[config.mk]
export PLATFORM = sky130hd
export DESIGN_NAME = pef_power_events
export DESIGN_NICKNAME = d
export VERILOG_FILES = /design/src/pef_pkg.sv /design/src/pef_sync.sv /design/src/pef_flag.sv /design/src/pef_power_events.sv
export SDC_FILE = /design/constraint.sdc
export NUM_CORES = 1
export LEC_CHECK = 0
export BUFFER_PORTS_ARGS = -buffer_cell sky130_fd_sc_hd__buf_4
export CAP_MARGIN = 10
export CORE_MARGIN = 2
export CORE_UTILIZATION = 25
export CTS_CLUSTER_SIZE = 16
export DETAILED_ROUTE_END_ITERATION = 6
export PLACE_DENSITY = 0.51
export SYNTH_ARGS = -nofsm -noshare
export SYNTH_HDL_FRONTEND = slang
export SYNTH_HIERARCHICAL = 1
export SYNTH_SLANG_ARGS = --single-unit
[constraint.sdc]
create_clock -name REF_CLK -period 1 [get_ports REF_CLK]
set_input_delay 0.2 -clock REF_CLK [delete_from_list [all_inputs] [get_ports REF_CLK]]
set_output_delay 0.2 -clock REF_CLK [all_outputs]
set_load 0.005 [all_outputs]
[src/pef_pkg.sv]
// Constants, register map and field layout of the power event flag block.
// Summary of operation
// - Flag bit 7 sets when the switched supply returns from battery to main.
// - Flag bit 6 sets whenever an enabled power event occurs.
// - Flag bit 5 sets when the metering section reports a voltage sag.
// - Flag bit 1 sets when the switched supply moves from main to battery.
// - Flag bit 0 sets when the DC input comparator reports below 1.2 V.
// - Policy 00 switches on low main, 01 also on low DC, 1x never.
// - Peripheral bit 7 sets when a receive edge woke the deepest sleep mode.
// - Peripheral bit 6 reads the switched source, 1 for main, resets to 1.
// - Peripheral bit 5 reads 1 while the main supply is ready, resets to 1.
// - Peripheral bit 4 sets on PLL lock loss, cleared by the acknowledge bit.
// - Receive field 00 selects GPIO, 01 serial, 11 serial with edge wake-up.
// - Enable bits 7 and 5 let restore and sag flags raise the interrupt.
// - Enable bits 1 and 0 let battery and DC flags raise the interrupt.
// - Flags and enables reset to 0, policy and receive fields to 00.
// - Registers sit at special function addresses EC, F5, F8 and F4.
package pef_pkg;
  // ****************************************
  // Register addresses.
  // ****************************************
  localparam logic [7:0] ADDR_ENABLE = 8'hEC;
  localparam logic [7:0] ADDR_PERIPHERAL_STATUS_CONFIG = 8'hF4;
  localparam logic [7:0] ADDR_POLICY = 8'hF5;
  localparam logic [7:0] ADDR_FLAGS = 8'hF8;
  localparam logic [7:0] ADDR_MEAS_START = 8'hD8;
  localparam logic [4:0] FLAGS_BIT_BASE = 5'h1F;
  localparam int PLL_ACK_BIT = 6;
  // ****************************************
  // Field positions.
  // ****************************************
  localparam int FL_RESTORED = 7;
  localparam int FL_PSM = 6;
  localparam int FL_SAG = 5;
  localparam int FL_BATTERY = 1;
  localparam int FL_DCIN = 0;
  localparam int PE_RX_WAKE = 7;
  localparam int PE_SRC_MAIN = 6;
  localparam int PE_MAIN_OK = 5;
  localparam int PE_PLL_FAULT = 4;
  localparam logic [7:0] ENABLE_MASK = 8'hA3;
  localparam logic [7:0] FLAGS_MASK = 8'hE3;
  // ****************************************
  // Event cell layout and reset values.
  // ****************************************
  localparam int EV_DCIN = 0;
  localparam int EV_BATTERY = 1;
  localparam int EV_SAG = 2;
  localparam int EV_RESTORED = 3;
  localparam int EV_PLL = 4;
  localparam int EV_RX = 5;
  localparam int NUM_EV = 6;
  localparam logic [5:0] EV_FALL = 6'h32;
  localparam logic [5:0] EV_PREV_RST = 6'h3A;
  localparam int NUM_IN = 7;
  localparam logic [6:0] SYNC_RST = 7'h33;
  localparam logic [1:0] RXF_WAKE = 2'h3;
  localparam logic [1:0] FIELD_RST = 2'h0;
  localparam logic [7:0] BYTE_ZERO = 8'h00;
endpackage

[src/pef_sync.sv]
// Three-stage input synchroniser whose output moves once stages two and three agree.
`timescale 1ns/100ps
module pef_sync #(
  parameter int W = 1,
  parameter logic [W-1:0] RST = '0
) (
  input wire logic clk,
  input wire logic arst_n,
  input wire logic [W-1:0] din,
  output logic [W-1:0] dout
);
  logic [W-1:0] s1_q, s2_q, s3_q, out_q;
  logic [W-1:0] out_d;

  always_comb begin
    out_d = out_q;
    for (int i = 0; i < W; i++) begin
      if (s2_q[i] == s3_q[i]) begin
        out_d[i] = s3_q[i];
      end
    end
  end

  always_ff @(posedge clk or negedge arst_n) begin
    if (!arst_n) begin
      s1_q <= RST;
      s2_q <= RST;
      s3_q <= RST;
      out_q <= RST;
    end else begin
      s1_q <= din;
      s2_q <= s1_q;
      s3_q <= s2_q;
      out_q <= out_d;
    end
  end

  assign dout = out_q;
endmodule // pef_sync

[src/pef_flag.sv]
// Sticky event flag set on one edge of its condition and written by software.
`timescale 1ns/100ps
module pef_flag #(
  parameter logic FALL = 1'b0,
  parameter logic PREV_RST = 1'b0
) (
  input wire logic clk,
  input wire logic arst_n,
  input wire logic cond,
  input wire logic arm,
  input wire logic wr_en,
  input wire logic wr_val,
  output logic set_p,
  output logic flag_q
);
  logic prev_q, flag_d;

  always_comb begin
    set_p = arm & (FALL ? (prev_q & ~cond) : (cond & ~prev_q));
    flag_d = flag_q;
    if (set_p) begin
      flag_d = 1'b1;
    end else if (wr_en) begin
      flag_d = wr_val;
    end
  end

  always_ff @(posedge clk or negedge arst_n) begin
    if (!arst_n) begin
      prev_q <= PREV_RST;
      flag_q <= 1'b0;
    end else begin
      prev_q <= cond;
      flag_q <= flag_d;
    end
  end
endmodule // pef_flag

[src/pef_power_events.sv]
// Power event flags, enables, switchover policy and peripheral status registers.
`timescale 1ns/100ps
module pef_power_events
  import pef_pkg::*;
(
  input wire logic REF_CLK,
  input wire logic ARST_N,
  input wire logic [7:0] SFR_ADDR,
  input wire logic SFR_WR,
  input wire logic SFR_RD,
  input wire logic [7:0] SFR_WDATA,
  input wire logic SFR_BIT_WR,
  input wire logic [7:0] SFR_BIT_ADDR,
  input wire logic SFR_BIT_VAL,
  input wire logic SRC_IS_MAIN,
  input wire logic MAIN_SUPPLY_OK,
  input wire logic SAG_DETECT,
  input wire logic DCIN_LOW,
  input wire logic PLL_LOCKED,
  input wire logic RX_PIN,
  input wire logic IN_DEEP_SLEEP,
  output logic [7:0] SFR_RDATA,
  output logic PSM_IRQ,
  output logic SWITCH_ON_LOW_MAIN,
  output logic SWITCH_ON_LOW_DCIN,
  output logic RX_SERIAL_SEL,
  output logic RX_WAKE_EN
);
  // ****************************************
  // Input synchronisers.
  // ****************************************
  logic [NUM_IN-1:0] raw_in, syn;
  logic src_main_s, main_ok_s, sag_s, dcin_s, pll_s, rx_s, deep_s;

  assign raw_in = {IN_DEEP_SLEEP, RX_PIN, PLL_LOCKED, DCIN_LOW, SAG_DETECT, MAIN_SUPPLY_OK, SRC_IS_MAIN};
  assign {deep_s, rx_s, pll_s, dcin_s, sag_s, main_ok_s, src_main_s} = syn;

  pef_sync #(.W(NUM_IN), .RST(SYNC_RST)) u_sync (
    .clk(REF_CLK),
    .arst_n(ARST_N),
    .din(raw_in),
    .dout(syn)
  );

  // ****************************************
  // Register write decode.
  // ****************************************
  logic wr_enable, wr_peripheral_status_config, wr_policy, wr_flags, wr_meas, bit_flags;
  logic pll_ack;
  logic [7:0] fl_wr_en, fl_wr_val;

  always_comb begin
    wr_enable = SFR_WR && (SFR_ADDR == ADDR_ENABLE);
    wr_peripheral_status_config = SFR_WR && (SFR_ADDR == ADDR_PERIPHERAL_STATUS_CONFIG);
    wr_policy = SFR_WR && (SFR_ADDR == ADDR_POLICY);
    wr_flags = SFR_WR && (SFR_ADDR == ADDR_FLAGS);
    wr_meas = SFR_WR && (SFR_ADDR == ADDR_MEAS_START);
    bit_flags = SFR_BIT_WR && (SFR_BIT_ADDR[7:3] == FLAGS_BIT_BASE);
    pll_ack = wr_meas && SFR_WDATA[PLL_ACK_BIT];
    fl_wr_en = {8{wr_flags}};
    fl_wr_val = SFR_WDATA;
    if (bit_flags) begin
      fl_wr_en = BYTE_ZERO;
      fl_wr_en[SFR_BIT_ADDR[2:0]] = 1'b1;
      fl_wr_val = {8{SFR_BIT_VAL}};
    end
  end

  // ****************************************
  // Configuration registers.
  // ****************************************
  logic [7:0] en_q, en_d;
  logic [1:0] pol_q, pol_d, rxf_q, rxf_d;
  logic sw_main_q, sw_main_d, sw_dcin_q, sw_dcin_d, rx_ser_q, rx_ser_d, rx_wen_q, rx_wen_d;

  always_comb begin
    en_d = en_q;
    pol_d = pol_q;
    rxf_d = rxf_q;
    if (wr_enable) begin
      en_d = SFR_WDATA & ENABLE_MASK;
    end
    if (wr_policy) begin
      pol_d = SFR_WDATA[1:0];
    end
    if (wr_peripheral_status_config) begin
      rxf_d = SFR_WDATA[1:0];
    end
    sw_main_d = ~pol_d[1];
    sw_dcin_d = ~pol_d[1] & pol_d[0];
    rx_ser_d = rxf_d[0];
    rx_wen_d = (rxf_d == RXF_WAKE);
  end

  always_ff @(posedge REF_CLK or negedge ARST_N) begin
    if (!ARST_N) begin
      en_q <= BYTE_ZERO;
      pol_q <= FIELD_RST;
      rxf_q <= FIELD_RST;
      sw_main_q <= 1'b1;
      sw_dcin_q <= 1'b0;
      rx_ser_q <= 1'b0;
      rx_wen_q <= 1'b0;
    end else begin
      en_q <= en_d;
      pol_q <= pol_d;
      rxf_q <= rxf_d;
      sw_main_q <= sw_main_d;
      sw_dcin_q <= sw_dcin_d;
      rx_ser_q <= rx_ser_d;
      rx_wen_q <= rx_wen_d;
    end
  end

  // ****************************************
  // Event flag cells.
  // ****************************************
  logic [NUM_EV-1:0] ev_cond, ev_arm, ev_wen, ev_wval, ev_set, ev_flag;

  always_comb begin
    ev_cond = {rx_s, pll_s, src_main_s, sag_s, src_main_s, dcin_s};
    ev_arm = {deep_s && rx_wen_q, 5'h1F};
    ev_wen = {wr_peripheral_status_config, pll_ack, fl_wr_en[FL_RESTORED], fl_wr_en[FL_SAG], fl_wr_en[FL_BATTERY], fl_wr_en[FL_DCIN]};
    ev_wval = {SFR_WDATA[PE_RX_WAKE], 1'b0, fl_wr_val[FL_RESTORED], fl_wr_val[FL_SAG], fl_wr_val[FL_BATTERY],
               fl_wr_val[FL_DCIN]};
  end

  for (genvar g = 0; g < NUM_EV; g++) begin : g_ev
    pef_flag #(.FALL(EV_FALL[g]), .PREV_RST(EV_PREV_RST[g])) u_flag (
      .clk(REF_CLK),
      .arst_n(ARST_N),
      .cond(ev_cond[g]),
      .arm(ev_arm[g]),
      .wr_en(ev_wen[g]),
      .wr_val(ev_wval[g]),
      .set_p(ev_set[g]),
      .flag_q(ev_flag[g])
    );
  end

  // ****************************************
  // Combined power mode flag and interrupt.
  // ****************************************
  logic psm_set, psm_q, psm_d, irq_q;
  logic [7:0] flags_rd;

  always_comb begin
    psm_set = (ev_set[EV_RESTORED] & en_q[FL_RESTORED]) | (ev_set[EV_SAG] & en_q[FL_SAG]) |
              (ev_set[EV_BATTERY] & en_q[FL_BATTERY]) | (ev_set[EV_DCIN] & en_q[FL_DCIN]);
    psm_d = psm_q;
    if (psm_set) begin
      psm_d = 1'b1;
    end else if (fl_wr_en[FL_PSM]) begin
      psm_d = fl_wr_val[FL_PSM];
    end
  end

  always_ff @(posedge REF_CLK or negedge ARST_N) begin
    if (!ARST_N) begin
      psm_q <= 1'b0;
      irq_q <= 1'b0;
    end else begin
      psm_q <= psm_d;
      irq_q <= psm_d;
    end
  end

  assign flags_rd = {ev_flag[EV_RESTORED], psm_q, ev_flag[EV_SAG], 3'h0, ev_flag[EV_BATTERY], ev_flag[EV_DCIN]};

  // ****************************************
  // Register read port.
  // ****************************************
  logic [7:0] rd_q, rd_d;

  always_comb begin
    rd_d = rd_q;
    if (SFR_RD) begin
      unique case (SFR_ADDR)
        ADDR_ENABLE: rd_d = en_q;
        ADDR_POLICY: rd_d = {6'h00, pol_q};
        ADDR_FLAGS: rd_d = flags_rd & FLAGS_MASK;
        ADDR_PERIPHERAL_STATUS_CONFIG: rd_d = {ev_flag[EV_RX], src_main_s, main_ok_s, ev_flag[EV_PLL], 2'h0, rxf_q};
        default: rd_d = BYTE_ZERO;
      endcase
    end
  end

  always_ff @(posedge REF_CLK or negedge ARST_N) begin
    if (!ARST_N) begin
      rd_q <= BYTE_ZERO;
    end else begin
      rd_q <= rd_d;
    end
  end

  assign SFR_RDATA = rd_q;
  assign PSM_IRQ = irq_q;
  assign SWITCH_ON_LOW_MAIN = sw_main_q;
  assign SWITCH_ON_LOW_DCIN = sw_dcin_q;
  assign RX_SERIAL_SEL = rx_ser_q;
  assign RX_WAKE_EN = rx_wen_q;
endmodule // pef_power_events

==> results.sh <==
export IMPL_slowest_delay_ns=0.40
export IMPL_post_route_period_util_pct=114.9
export IMPL_r2r_start="rxf_q[0]"
export IMPL_reg2reg_slack_ns=-0.14
export IMPL_worst_slack_ns=-0.1495
export IMPL_syn_inst=181
export IMPL_worstHoldStart="SFR_WDATA[1]"
export IMPL_final_hold_viol_count=0
export IMPL_min_path_type="primary input to flop"
export IMPL_dieArea_mm2=0.01008
export IMPL_cts_tree="done"
export IMPL_multiInputGateArea_um2=958.4
export IMPL_post_dp_cell_area_mm2=0.003114
export IMPL_remaining_drc_errors=0
export IMPL_critPathKind="flop to output pin"
export IMPL_final_common_cell="buf_4"
export IMPL_fmax_mhz=870.0
export IMPL_io_pins=50
export IMPL_cts_clk_slew_worst_paths_ns=0.06
export IMPL_grt_overflow_total=0
export IMPL_clock_sinks=58
export IMPL_syn_cell_area_mm2=0.002323
export IMPL_finalPower_mw=5.948
export IMPL_status="finished with violations"
export IMPL_vias=1768
export IMPL_clk_latency_ns=0.33
export IMPL_antenna_found_initial=0
export IMPL_drt_wl_total_um=5389
export IMPL_drv_cap=0
export IMPL_p_per_area_mw_per_mm2=1582
export IMPL_regArea_mm2=0.001478
export IMPL_slew_violations=0
export IMPL_clockRootBuffer="clkbuf_8"
export IMPL_die_x_um=100.4
export IMPL_drive_gt1_share_pct=57.86
export IMPL_initial_utilization_pct=25.51
export IMPL_skew_ns=0.003966
export IMPL_cp_endpoint="RX_SERIAL_SEL"
export IMPL_cpMostUsedCell="buf_6"
export IMPL_wire_per_inst_um=13.14
export IMPL_timing_rr_end="SFR_RDATA[0]"
export IMPL_cp_startpoint="rxf_q[0]"
export IMPL_nFillCells=864
export IMPL_antennaDiodeCount=0
export IMPL_finalNetCount=331
export IMPL_grt_pass1_vias=1891
export IMPL_portBuffers=44
export IMPL_worstPathCellList="buf_6, buf_6"
export IMPL_ir_worst_vdd_mv=0.7513
export IMPL_die_y_um=100.4
export IMPL_core_area_mm2=0.009109
export IMPL_antenna_left=0
export IMPL_numCtsBuffers=9
export IMPL_gp_congestion=0.7398
export IMPL_rows=35
export IMPL_ys_warn_count=6
export IMPL_grtUsageTotal_pct=11.84
export IMPL_cts_path_max_buffers=2
export IMPL_reg2reg_depth=5
export IMPL_critPathLaunchType="flop"
export IMPL_violations="negative setup slack"
export IMPL_final_cell_area_mm2=0.003760
export IMPL_crit_fanout=2
export IMPL_period_needed_ns=1.149
export IMPL_final_cell_mix="buf_4, dfrtp_1, buf_6"
export IMPL_area_delta_synth_final_pct=61.82
export IMPL_leakage_nw=1.681
export IMPL_first_pass_iters=4
export IMPL_cp_required_ns=0.80
export IMPL_vias_per_cell=4.312
export IMPL_endpoint_kind="output pin"
export IMPL_setup_viol=29
export IMPL_cp_arrival_ns=0.95
export IMPL_slowest_stage="dfrtp_1"
export IMPL_dp_hpwl_um=3762
export IMPL_h_tree_depth=3
export IMPL_drt_iter0_drc=60
export IMPL_rsz0062_at_grt="yes"
export IMPL_grt_max_degree=22
export IMPL_grt_first_pass_wirelength_um=9101
export IMPL_syn_mean_instance_area_um2=12.84
[flip-flops by register name, indices dropped and copies added, names as in the netlist]
register,cells
rxf_q,2
u_sync/s1_q,7
pol_q,2
g_ev.u_flag/flag_q,6
PSM_IRQ,1
u_sync/s3_q,7
u_sync/dout,7
g_ev.u_flag/prev_q,6
RX_WAKE_EN,1
u_sync/s2_q,7
SWITCH_ON_LOW_DCIN,1
SFR_RDATA,6
SWITCH_ON_LOW_MAIN,1
en_q,4
[area by class of cell]
class	count	share of cell area (%)
clock inverter	4	2.629
inverter	7	0.7654
clock buffer	12	3.860
multi-input combinational	116	25.49
timing repair buffer	102	24.26
sequential	58	39.30
tap	111	3.694
[what timing repair did]
item	in CTS	in global routing
hold buffers	8	0
gates resized for setup	40	20
buffers inserted	11	4
endpoints found under the setup margin	32	36
pin swaps	14	11
endpoints found under the hold margin	20	0
[metrics by stage]
stage | hold slack, ns | utilization, % | setup WS (ns) | setup TNS, ns | cells
after floorplan | -0.09559 | - | -0.3470 | -4.784 | 187
after global placement | 0.1126 | 34.19 | -0.4918 | -9.809 | 373
after detailed placement | 0.1157 | 34.19 | -0.5378 | -10.03 | 373
after CTS | 0.07727 | 40.11 | -0.1603 | -1.546 | 407
after global routing | 0.09085 | 41.28 | -0.2119 | -3.320 | 410
final | 0.09927 | 41.28 | -0.1495 | -1.693 | 410
[metal layers]
layer | part of all wire, % | up-vias | track usage, % | wire, um
met1 | 45 | 844 | 15.01 | 2442
met5 | 0 | - | 0 | 0
li1 | - | 860 | - | -
met4 | 1.6 | 0 | 4.847 | 88
met3 | 5.6 | 12 | 3.691 | 304
met2 | 47 | 52 | 18.79 | 2554
[critical path, delay by kind of cell, from the launching register on]
kind,cells,cell delay (ns)
buffers and inverters,2,0.23
DFF,1,0.40
[where the power goes]
part	total, mW	leakage, nW	switching (mW)	internal (mW)
registers	2.62	0.671	0.0817	2.54
logic	0.679	0.889	0.263	0.416
clock network	2.65	0.121	0.921	1.73
total	5.95	1.68	1.27	4.68
[how the worst min path moves through the flow]
| stage | cells after the start | to |
|---|---|---|
| floorplan | 0 | PSM_IRQ |
| global placement | 1 | u_sync/s1_q[6] |
| CTS | 2 | SWITCH_ON_LOW_MAIN |
| detailed placement | 1 | u_sync/s1_q[6] |
| global route | 2 | SWITCH_ON_LOW_MAIN |
| finish | 2 | SWITCH_ON_LOW_MAIN |
No activity file was read; power rests on OpenSTA's default activity.
